## config.mk

```make
export PLATFORM = sky130hd
export DESIGN_NAME = pic_top
export DESIGN_NICKNAME = d
export VERILOG_FILES = /design/src/shared/pic_pkg.sv /design/src/hw/pic_clk_div.sv /design/src/hw/pic_sync.sv /design/src/hw/pic_top.sv
export SDC_FILE = /design/constraint.sdc
export NUM_CORES = 1
export LEC_CHECK = 0
export ABC_AREA = 1
export BUFFER_PORTS_ARGS = -buffer_cell sky130_fd_sc_hd__clkbuf_2
export CAP_MARGIN = 20
export CORE_ASPECT_RATIO = 1.5
export CORE_MARGIN = 2
export CORE_UTILIZATION = 40
export CTS_BUF_LIST = sky130_fd_sc_hd__clkbuf_8
export DETAILED_ROUTE_END_ITERATION = 8
export MAX_ROUTING_LAYER = met4
export PLACE_DENSITY_LB_ADDON = 0.08
export REMOVE_ABC_BUFFERS = 1
export SYNTH_ARGS = -nofsm -noshare
export SYNTH_HDL_FRONTEND = slang
export SYNTH_SLANG_ARGS = --single-unit
```

## constraint.sdc

```tcl
create_clock -name i_core_clk -period 1.2 [get_ports i_core_clk]
set_clock_uncertainty 0.05 [all_clocks]
set_input_delay 0.12 -clock i_core_clk [delete_from_list [all_inputs] [get_ports i_core_clk]]
set_output_delay 0.12 -clock i_core_clk [all_outputs]
set_load 0.02 [all_outputs]
```

## src/shared/pic_pkg.sv

```systemverilog
// Constants for the PHY interface control block
package pic_pkg;
    // ------------------------------------------------------------
    // Register map
    // ------------------------------------------------------------
    localparam logic [11:0] PIC_OFF_CTRL = 12'h000;
    localparam logic [11:0] PIC_OFF_STAT = 12'h004;
    localparam logic [11:0] PIC_OFF_PSEL = 12'h008;
    // ------------------------------------------------------------
    // Control register fields
    // ------------------------------------------------------------
    localparam int PIC_CTRL_W = 16;
    localparam int PIC_BIT_FIXED = 15;
    localparam int PIC_BIT_RSTN = 14;
    localparam int PIC_BIT_CKSEL = 13;
    localparam int PIC_RSV_HI = 12;
    localparam int PIC_RSV_LO = 3;
    localparam int PIC_MODE_HI = 2;
    localparam logic [15:0] PIC_CTRL_RST_VAL = 16'hC006;
    localparam logic [15:0] PIC_CTRL_STBY_VAL = 16'hC000;
    localparam logic [15:0] PIC_CTRL_WMASK = 16'h6007;
    localparam logic [15:0] PIC_CTRL_FIXED = 16'h8000;
    localparam logic PIC_PSEL_RST_VAL = 1'b1;
    // ------------------------------------------------------------
    // Start modes
    // ------------------------------------------------------------
    typedef enum logic [2:0] {
        PIC_M10_HALF = 3'h0,
        PIC_M10_FULL = 3'h1,
        PIC_M100_HALF = 3'h2,
        PIC_M100_FULL = 3'h3,
        PIC_MAN_100H = 3'h4,
        PIC_MRESERVED = 3'h5,
        PIC_MPDOWN = 3'h6,
        PIC_MAN_ALL = 3'h7
    } pic_mode_t;
    // ------------------------------------------------------------
    // Clock figures
    // ------------------------------------------------------------
    localparam int PIC_CORE_CLK_MHZ = 100;
    localparam int PIC_PHY_CLK_MHZ = 25;
    localparam int PIC_DIV_HALF = PIC_CORE_CLK_MHZ / (2 * PIC_PHY_CLK_MHZ);
    localparam int PIC_PHY_PERIOD_CYC = 2 * PIC_DIV_HALF;
endpackage

```

## src/hw/pic_clk_div.sv

```systemverilog
// Divider that makes the internal PHY clock from the core clock
`timescale 1ns/1ps
`default_nettype none
module pic_clk_div
    import pic_pkg::*;
(
    input wire logic i_core_clk,
    input wire logic i_reset,
    output logic o_clk
);
    logic [3:0] cnt_q;
    logic [3:0] cnt_d;
    logic clk_q;
    logic clk_d;

    always_comb
    begin
        cnt_d = cnt_q + 4'h1;
        clk_d = clk_q;
        if (cnt_q == 4'(PIC_DIV_HALF - 1))
        begin
            cnt_d = 4'h0;
            clk_d = ~clk_q;
        end
        if (i_reset)
        begin
            cnt_d = 4'h0;
            clk_d = 1'b0;
        end
    end

    always_ff @(posedge i_core_clk)
    begin
        cnt_q <= cnt_d;
        clk_q <= clk_d;
    end

    assign o_clk = clk_q;
endmodule // pic_clk_div
`default_nettype wire

```

## src/hw/pic_sync.sv

```systemverilog
// Two flip-flop synchroniser for a level
`timescale 1ns/1ps
`default_nettype none
module pic_sync
(
    input wire logic i_core_clk,
    input wire logic i_reset,
    input wire logic i_async,
    output logic o_sync
);
    logic meta_q;
    logic sync_q;
    logic meta_d;
    logic sync_d;

    always_comb
    begin
        meta_d = i_async;
        sync_d = meta_q;
        if (i_reset)
        begin
            meta_d = 1'b0;
            sync_d = 1'b0;
        end
    end

    always_ff @(posedge i_core_clk)
    begin
        meta_q <= meta_d;
        sync_q <= sync_d;
    end

    assign o_sync = sync_q;
endmodule // pic_sync
`default_nettype wire

```

## src/hw/pic_top.sv

```systemverilog
// PHY interface control register bank with APB slave
`timescale 1ns/1ps
`default_nettype none
module pic_top
    import pic_pkg::*;
(
    input wire logic i_core_clk,
    input wire logic i_reset,
    input wire logic i_psel,
    input wire logic i_penable,
    input wire logic i_pwrite,
    input wire logic [11:0] i_paddr,
    input wire logic [31:0] i_pwdata,
    input wire logic [3:0] i_pstrb,
    output logic o_pready,
    output logic [31:0] o_prdata,
    output logic o_pslverr,
    input wire logic i_standby,
    input wire logic i_phy_external_clock_in,
    output logic o_phy_clk,
    output logic o_phy_soft_reset_n,
    output logic [2:0] o_phy_start_mode,
    output logic o_phy_clk_sel,
    output logic o_phy_autoneg_en,
    output logic o_phy_adv_all,
    output logic o_phy_speed100,
    output logic o_phy_full_duplex,
    output logic o_phy_power_down,
    output logic o_phy_crs_on_tx,
    output logic o_phy_onchip_en
);
    // ------------------------------------------------------------
    // Input synchronisers and internal clock
    // ------------------------------------------------------------
    logic stby_s;
    logic ext_clk_s;
    logic int_clk;

    pic_sync u_sync_stby
    (
        .i_core_clk(i_core_clk),
        .i_reset(i_reset),
        .i_async(i_standby),
        .o_sync(stby_s)
    );

    pic_sync u_sync_extclk
    (
        .i_core_clk(i_core_clk),
        .i_reset(i_reset),
        .i_async(i_phy_external_clock_in),
        .o_sync(ext_clk_s)
    );

    pic_clk_div u_div
    (
        .i_core_clk(i_core_clk),
        .i_reset(i_reset),
        .o_clk(int_clk)
    );

    // ------------------------------------------------------------
    // APB slave and registers
    // ------------------------------------------------------------
    logic [15:0] ctrl_q;
    logic [15:0] ctrl_d;
    logic onchip_q;
    logic onchip_d;
    logic ready_q;
    logic ready_d;
    logic [31:0] rdata_q;
    logic [31:0] rdata_d;
    logic err_q;
    logic err_d;
    logic acc;
    logic wr;
    logic [15:0] ctrl_view;
    logic [15:0] wmask;

    always_comb
    begin
        acc = i_psel && i_penable && !ready_q;
        wr = acc && i_pwrite;
        ctrl_view = (ctrl_q & PIC_CTRL_WMASK) | PIC_CTRL_FIXED;
        wmask = PIC_CTRL_WMASK & {{8{i_pstrb[1]}}, {8{i_pstrb[0]}}};
        ctrl_d = ctrl_q;
        onchip_d = onchip_q;
        ready_d = acc;
        rdata_d = 32'h0000_0000;
        err_d = 1'b0;
        if (acc)
        begin
            case (i_paddr)
                PIC_OFF_CTRL:
                begin
                    rdata_d = {16'h0000, ctrl_view};
                    if (wr)
                    begin
                        ctrl_d = (ctrl_q & ~wmask) | (i_pwdata[15:0] & wmask);
                    end
                end
                PIC_OFF_STAT:
                begin
                    rdata_d = {24'h00_0000, stby_s, o_phy_soft_reset_n,
                               o_phy_clk_sel, o_phy_onchip_en, 1'b0, o_phy_start_mode};
                end
                PIC_OFF_PSEL:
                begin
                    rdata_d = {31'h0000_0000, onchip_q};
                    if (wr && i_pstrb[0])
                    begin
                        onchip_d = i_pwdata[0];
                    end
                end
                default:
                begin
                    err_d = 1'b1;
                end
            endcase
        end
        if (stby_s)
        begin
            ctrl_d = PIC_CTRL_STBY_VAL;
        end
        if (i_reset)
        begin
            ctrl_d = PIC_CTRL_RST_VAL;
            onchip_d = PIC_PSEL_RST_VAL;
            ready_d = 1'b0;
            rdata_d = 32'h0000_0000;
            err_d = 1'b0;
        end
    end

    always_ff @(posedge i_core_clk)
    begin
        ctrl_q <= ctrl_d;
        onchip_q <= onchip_d;
        ready_q <= ready_d;
        rdata_q <= rdata_d;
        err_q <= err_d;
    end

    // ------------------------------------------------------------
    // PHY side: latched settings and decoded mode
    // ------------------------------------------------------------
    logic rstn_q;
    logic rstn_d;
    logic [2:0] mode_q;
    logic [2:0] mode_d;
    logic cksel_q;
    logic cksel_d;
    logic pclk_q;
    logic pclk_d;
    logic an_q;
    logic an_d;
    logic adv_q;
    logic adv_d;
    logic s100_q;
    logic s100_d;
    logic fd_q;
    logic fd_d;
    logic pd_q;
    logic pd_d;
    logic crs_q;
    logic crs_d;
    logic onp_q;
    logic onp_d;

    always_comb
    begin
        rstn_d = ctrl_q[PIC_BIT_RSTN];
        mode_d = mode_q;
        cksel_d = cksel_q;
        if (!ctrl_q[PIC_BIT_RSTN])
        begin
            mode_d = ctrl_q[PIC_MODE_HI:0];
            cksel_d = ctrl_q[PIC_BIT_CKSEL];
        end
        if (i_reset)
        begin
            rstn_d = PIC_CTRL_RST_VAL[PIC_BIT_RSTN];
            mode_d = PIC_CTRL_RST_VAL[PIC_MODE_HI:0];
            cksel_d = PIC_CTRL_RST_VAL[PIC_BIT_CKSEL];
        end
        pclk_d = cksel_d ? ext_clk_s : int_clk;
        an_d = 1'b0;
        adv_d = 1'b0;
        s100_d = 1'b0;
        fd_d = 1'b0;
        pd_d = 1'b0;
        case (pic_mode_t'(mode_d))
            PIC_M10_HALF, PIC_M10_FULL, PIC_M100_HALF, PIC_M100_FULL:
            begin
                s100_d = mode_d[1];
                fd_d = mode_d[0];
            end
            PIC_MAN_100H:
            begin
                an_d = 1'b1;
                s100_d = 1'b1;
            end
            PIC_MAN_ALL:
            begin
                an_d = 1'b1;
                adv_d = 1'b1;
                s100_d = 1'b1;
                fd_d = 1'b1;
            end
            PIC_MPDOWN:
            begin
                pd_d = 1'b1;
            end
            default:
            begin
                pd_d = 1'b0;
            end
        endcase
        crs_d = s100_d && !fd_d && !pd_d;
        onp_d = i_reset ? PIC_PSEL_RST_VAL : onchip_q;
        if (i_reset)
        begin
            pclk_d = 1'b0;
        end
    end

    always_ff @(posedge i_core_clk)
    begin
        rstn_q <= rstn_d;
        mode_q <= mode_d;
        cksel_q <= cksel_d;
        pclk_q <= pclk_d;
        an_q <= an_d;
        adv_q <= adv_d;
        s100_q <= s100_d;
        fd_q <= fd_d;
        pd_q <= pd_d;
        crs_q <= crs_d;
        onp_q <= onp_d;
    end

    assign o_pready = ready_q;
    assign o_prdata = rdata_q;
    assign o_pslverr = err_q;
    assign o_phy_clk = pclk_q;
    assign o_phy_soft_reset_n = rstn_q;
    assign o_phy_start_mode = mode_q;
    assign o_phy_clk_sel = cksel_q;
    assign o_phy_autoneg_en = an_q;
    assign o_phy_adv_all = adv_q;
    assign o_phy_speed100 = s100_q;
    assign o_phy_full_duplex = fd_q;
    assign o_phy_power_down = pd_q;
    assign o_phy_crs_on_tx = crs_q;
    assign o_phy_onchip_en = onp_q;
endmodule // pic_top
`default_nettype wire

```

==> flow_metrics.env, run 1 <==
export IMPL_ys_seq_area_share_pct=45.9
export IMPL_avgSynthCellArea_um2=8.19
export IMPL_max_vdd_ir_drop_uv=1070
export IMPL_die_height_um=84.9
export IMPL_syn2layout_area_growth_pct=24.0
export IMPL_port_buffer_count=50
export IMPL_clock_path_buffers=2
export IMPL_overflow=0
export IMPL_gp_congestion=0.838
export IMPL_total_leakage_power_nw=1.11
export IMPL_drtPass1Iterations=4
export IMPL_fmax_mhz=869
export IMPL_r2r_cells=8
export IMPL_fin_cells=326
export IMPL_core_area_um2=4210
export IMPL_maxCapViolations=0
export IMPL_synth_seq_cells=40
export IMPL_antennaDiodeCount=0
export IMPL_drtIter0Drc=40
export IMPL_netlist_instances=213
export IMPL_power_density_nw_per_um2=1140
export IMPL_clock_latency_ns=0.28
export IMPL_status="finished clean"
export IMPL_routed_via_density=4.33
export IMPL_hold_viol=0
export IMPL_final_setup_viol_count=0
export IMPL_grt_antenna_before_repair=0
export IMPL_cts_made_buffers=5
export IMPL_crit_arrival_ns=1.29
export IMPL_netlist_area_leader_share_pct=45.9
export IMPL_crit_fanout=3
export IMPL_timing_final_crit_share_pct=95.9
export IMPL_yosysTopAreaCell="dfxtp_1"
export IMPL_vias=1413
export IMPL_postCtsSetupBuffers=0
export IMPL_start_kind="register"
export IMPL_cts_sinks=40
export IMPL_rsz0062_at_grt="true"
export IMPL_ys_top_cells_by_area="dfxtp_1 46%, buf_4 9.9%, nor2_1 6.9%"
export IMPL_min_path_type="in -> reg"
export IMPL_die_width_um=57.9
export IMPL_antenna_left=0
export IMPL_grt_pass1_wl_mm=5.11
export IMPL_worstSetupPathType="reg -> reg"
export IMPL_track_usage_pct=13.9
export IMPL_worstPathRequired_ns=1.34
export IMPL_endpoint_kind="register"
export IMPL_n_fill_cell=435
export IMPL_nets=337
export IMPL_numPlacedInstances=317
export IMPL_rows=29
export IMPL_finalCriticalPeriod_ns=1.15
export IMPL_drc=0
export IMPL_final_max_slew_violation_count=0
export IMPL_hpwlAfterDp_mm=2.66
export IMPL_initial_core_util_pct=41.4
export IMPL_yosys_warnings=0
export IMPL_synth_area_um2=1740
export IMPL_cts_root_buf="clkbuf_8"
export IMPL_wirelength_mm=3.30
export IMPL_wl_per_cell_um=10.1
export IMPL_cts_tree="built"
export IMPL_min_delay_path_depth=3
export IMPL_layout_drive_gt1_share_pct=38.9
export IMPL_grt_start_max_net_pins=12
export IMPL_grt_pass1_vias=1230
export IMPL_hold_slack_ns=0.00621
export IMPL_cts_htree_levels=2
export IMPL_io_pins=102
export IMPL_die_area_um2=4920
export IMPL_clk_pin_slew_ns=0.07
export IMPL_yosysUniqueCellTypes=29
-- metrics by stage --
stage	setup slack, ns	total power, mW	TNS (ns)	util, %	instance area, um2
2_1_floorplan	0.00216	1.58	0	-	1650
3_3_place_gp	-0.0439	1.68	-0.102	48.4	2040
3_5_place_dp	-0.0537	1.68	-0.126	48.4	2040
4_1_cts	0.0317	2.49	0	50.7	2130
5_1_grt	-0.0441	2.57	-0.146	51.4	2160
6_report	0.0492	2.46	0	51.4	2160
-- power by group --
group          leakage (nW)  switching (mW)  internal [mW]
Sequential            0.325          0.0174           1.36
Combinational         0.744           0.183         0.0930
Clock                0.0452           0.419          0.386
Total                  1.11           0.620           1.84
-- worst paths after layout --
path                      start                 end  slack (ns)
min reg2reg  u_sync_stby.meta_q  u_sync_stby.o_sync        0.34
min                i_pwdata[13]            register       0.006
max reg2reg            o_pready            register        0.05
max                    o_pready            register        0.05
-- timing repair --
item	CTS	global route
pin swaps	0	1
setup endpoints to repair	5	13
hold endpoints to repair	2	0
hold buffers	2	0
resized for setup	1	12
-- placed cells by master, fill, tap and decap left out, drive strengths merged --
master       count
dlygate4sd3      2
conb            22
nor2            40
or2              1
nand2           30
nand3           19
nor3             8
inv             32
ha               2
xnor2            1
o21ai            5
o31ai            1
nand4            1
a21oi            7
clkinv           2
clkbuf          55
o211ai           1
dfxtp           40
buf             11
-- Yosys cell counts (all sizes together) --
cell and n:
dfxtp 40, nor2 40, inv 31, nand2 30, buf 24, nand3 19, nor3 8, a21oi 7
o21ai 5, ha 2, clkinv 1, conb 1, nand4 1, o211ai 1, o31ai 1, or2 1
xnor2 1
-- cell type report --
type / count / area [um2] / share of cell area, %
sequential: 40 / 807 / 37.3
multi-input combinational: 138 / 747 / 34.5
timing repair buffer: 63 / 353 / 16.3
inverter: 32 / 120 / 5.56
clock buffer: 5 / 68.8 / 3.18
tap: 46 / 57.6 / 2.66
clock inverter: 2 / 8.76 / 0.405
-- kinds of logic after synthesis --
family          count (synthesis)  synth area share (%)
fa+ha+maj                       2                  1.43
simple gates                   99                  30.3
compound gates                 14                  4.52
buf+inv                        56                  17.1
flops                          40                  45.9
other cells                     1                 0.215
xor+xnor                        1                 0.502
-- flip-flops by register name, summed over array words and instances, names as in the netlist, 2 cells and up, named ones only --
register	count
o_prdata	10
u_div.cnt_q	4
o_phy_start_mode	3
ctrl_q	2
-- worst max-delay path, stage by stage (launching register included) --
cell and delay (ns):
dfxtp_1 0.31, inv_1 0.05, nand3_2 0.07, nor2_2 0.16, nand2_1 0.13, nor2_2 0.13
nand2_1 0.06, nand2_1 0.05, nor2_1 0.04
-- metal layers --
layer | part of all wire, % | GRT usage [%] | vias to the layer above
met5 | 0 | - | -
met4 | 1.8 | 5.50 | 0
met2 | 54 | 24.5 | 37
li1 | - | - | 748
met3 | 5.4 | 3.96 | 7
met1 | 38 | 14.3 | 621
(Power assumes the default switching activity.)
==> inputs of run 2 (changes only) <==
Settings changed: CAP_MARGIN 20 to 0, CORE_UTILIZATION 40 to 48.
Clock period 1.2 ns to 1.39 ns, I/O delays scaled along.
==> run 2 against run 1 <==
  * Worst setup slack improved by 0.15 ns
  * Core utilization rose by 9.3 points
  * Count of clock-buffer cells in the layout did not move
  * Maximum frequency fell by 3.7%
  * Combinational power fell by 18%
  * Register-to-register slack improved by 0.15 ns
  * Flip-flop and latch count did not move
  * Non-clock buffer count fell by 9
  * Critical path depth did not move
  * Routed wire length fell by 5.9%
  * Die area fell by 16%
  * Critical path type unchanged
  * Largest cell class unchanged
==> flow_metrics.env, run 2 (synthesis gave the netlist of run 1 again) <==
export IMPL_status="finished clean"
export IMPL_critPathMaxStageDelay_ns=0.31
export IMPL_layout_area_seq_um2=802
export IMPL_worstPathRequired_ns=1.53
export IMPL_drtPass1Iterations=5
export IMPL_final_common_cell="clkbuf_2"
export IMPL_max_vdd_ir_drop_uv=1140
export IMPL_grt_pass1_wl_mm=5.09
export IMPL_min_path_type="in -> reg"
export IMPL_total_leakage_power_nw=1.08
export IMPL_met1_usage_pct=17.9
export IMPL_io_pins=102
export IMPL_antenna_left=0
export IMPL_rsz0062_at_grt="false"
export IMPL_port_buffer_count=50
export IMPL_min_delay_path_depth=3
export IMPL_grt_pass1_vias=1225
export IMPL_largest_reg_flops=10
export IMPL_netSwitchingFraction_pct=23.5
export IMPL_wl_per_cell_um=9.90
export IMPL_r2r_cells=8
export IMPL_track_usage_pct=17.3
export IMPL_intPower_mw=1.77
export IMPL_final_cell_mix="50 x clkbuf_2, 39 x dfxtp_1, 32 x nor2_1"
export IMPL_cts_tree="built"
export IMPL_drc=0
export IMPL_worst_slack_ns=0.195
export IMPL_clkPwrFrac_pct=38.9
export IMPL_postCtsSetupBuffers=0
export IMPL_clk_pin_slew_ns=0.07
export IMPL_final_setup_viol_count=0
export IMPL_maxCapViolations=0
export IMPL_rows=26
export IMPL_die_area_um2=4140
export IMPL_p_sw_uw=545
export IMPL_finalCriticalPeriod_ns=1.19
export IMPL_gp_congestion=0.841
export IMPL_r2r_start="o_pready"
export IMPL_overflow=0
export IMPL_r2r_setup_slack_ns=0.20
export IMPL_seq_power_share_pct=51.3
export IMPL_clock_path_buffers=2
export IMPL_nets=328
export IMPL_n_fill_cell=337
export IMPL_layout_drive_gt1_share_pct=34.2
export IMPL_drtIter0Drc=23
export IMPL_critical_path_top_delay_family="simple AND/OR/NAND/NOR gates"
export IMPL_clock_latency_ns=0.29
export IMPL_slowest_stage="dfxtp_1"
export IMPL_cts_sinks=40
export IMPL_fin_tns_setup_ns=0
export IMPL_crit_fanout=3
export IMPL_hold_viol=0
export IMPL_wirelength_mm=3.11
export IMPL_combPwrFrac_pct=9.8
export IMPL_met2_usage_pct=29.1
export IMPL_multi_input_area_um2=724
export IMPL_grt_busiest_layer="met2"
export IMPL_routed_via_density=4.38
export IMPL_grt_start_max_net_pins=13
export IMPL_die_height_um=77.8
export IMPL_endpoint_kind="register"
export IMPL_cts_made_buffers=5
export IMPL_hpwlAfterDp_mm=2.49
export IMPL_core_area_um2=3450
export IMPL_crit_arrival_ns=1.33
export IMPL_power_density_nw_per_um2=1110
export IMPL_crit_chain="inv_1 -> nand3_2 -> nor2_2 -> nand2_1 -> nor2_2 -> nand2_1 -> nand2_1 -> nor2_1"
export IMPL_worstSetupPathType="reg -> reg"
export IMPL_final_max_slew_violation_count=0
export IMPL_worstHoldStart="i_pwdata[13]"
export IMPL_vias=1376
export IMPL_grtUsageMet3_pct=4.62
export IMPL_dp_slack_ns=0.105
export IMPL_cts_htree_levels=2
export IMPL_initial_core_util_pct=50.6
export IMPL_start_kind="register"
export IMPL_worst_path_buf_inv=1
export IMPL_grt_antenna_before_repair=0
export IMPL_timing_final_crit_share_pct=85.9
export IMPL_antennaDiodeCount=0
export IMPL_fmax_mhz=837
export IMPL_syn2layout_area_growth_pct=19.9
export IMPL_cts_root_buf="clkbuf_8"
export IMPL_crit_top_cell="nand2_1"
export IMPL_die_width_um=53.2
run 2: changes by cell type in the layout (fill, tap and decap cells not counted), moves of 2 or more:
cell,delta
buf_4,-9
o21ai_0,+2
a21oi_2,-2
a21oi_1,+2
dfxtp_1,+2
o21ai_1,-2
run 2: how the worst max path moves through the flow:
| stage | slack [ns] | end | from | depth (start not counted) |
|---|---|---|---|---|
| 6_report | 0.20 | register | o_pready | 8 |
| 5_1_grt | 0.03 | register | o_pready | 8 |
| 4_1_cts | 0.10 | o_phy_speed100 | register | 5 |
| 3_5_place_dp | 0.11 | o_phy_speed100 | register | 5 |
| 3_3_place_gp | 0.10 | o_phy_speed100 | register | 5 |
| 2_1_floorplan | 0.19 | register | o_pready | 8 |
run 2: worst min-delay path: stages:
cell and delay, ns:
clkbuf_2 0.08, nor2_1 0.04, nor2_1 0.08
run 2: timing repair:
action | 4_1_cts | 5_1_grt
resized for setup | 0 | 1
hold buffers | 2 | 0
hold endpoints to repair | 2 | 0
endpoints found under the setup margin | 0 | 1
run 2: layer usage:
metal  up-vias  part of all wire, %
met5         -                    0
met4         0                  2.1
met3         6                  5.8
met2        44                   54
met1       599                   39
li1        727                    -
run 2: cell type report:
type                       instances  area share (%)
sequential                        40            38.3
multi-input combinational        138            34.6
timing repair buffer              54            13.6
inverter                          32            5.74
clock buffer                       5            3.29
tap                               42            2.51
clock inverter                     3            1.85
run 2: through the flow:
| stage | power (mW) | util [%] | instance area [um2] | hold WS, ns | std cells |
|---|---|---|---|---|---|
| after detailed placement | 1.44 | 56.9 | 1960 | 0.289 | 304 |
| after global placement | 1.44 | 56.9 | 1960 | 0.283 | 304 |
| final | 2.32 | 60.7 | 2090 | 0.0406 | 314 |
| after floorplan | 1.36 | - | 1650 | 0.160 | 210 |
| after global routing | 2.42 | 60.7 | 2090 | 0.0406 | 314 |
| after CTS | 2.35 | 60.6 | 2090 | 0.0332 | 314 |
run 2: power by group through the flow:
stage,logic [mW],registers [mW],clock network [mW]
detailed placement,0.223,1.22,0
CTS,0.228,1.19,0.933
finish,0.226,1.19,0.901
global placement,0.221,1.22,0
floorplan,0.142,1.22,0
global route,0.256,1.19,0.968
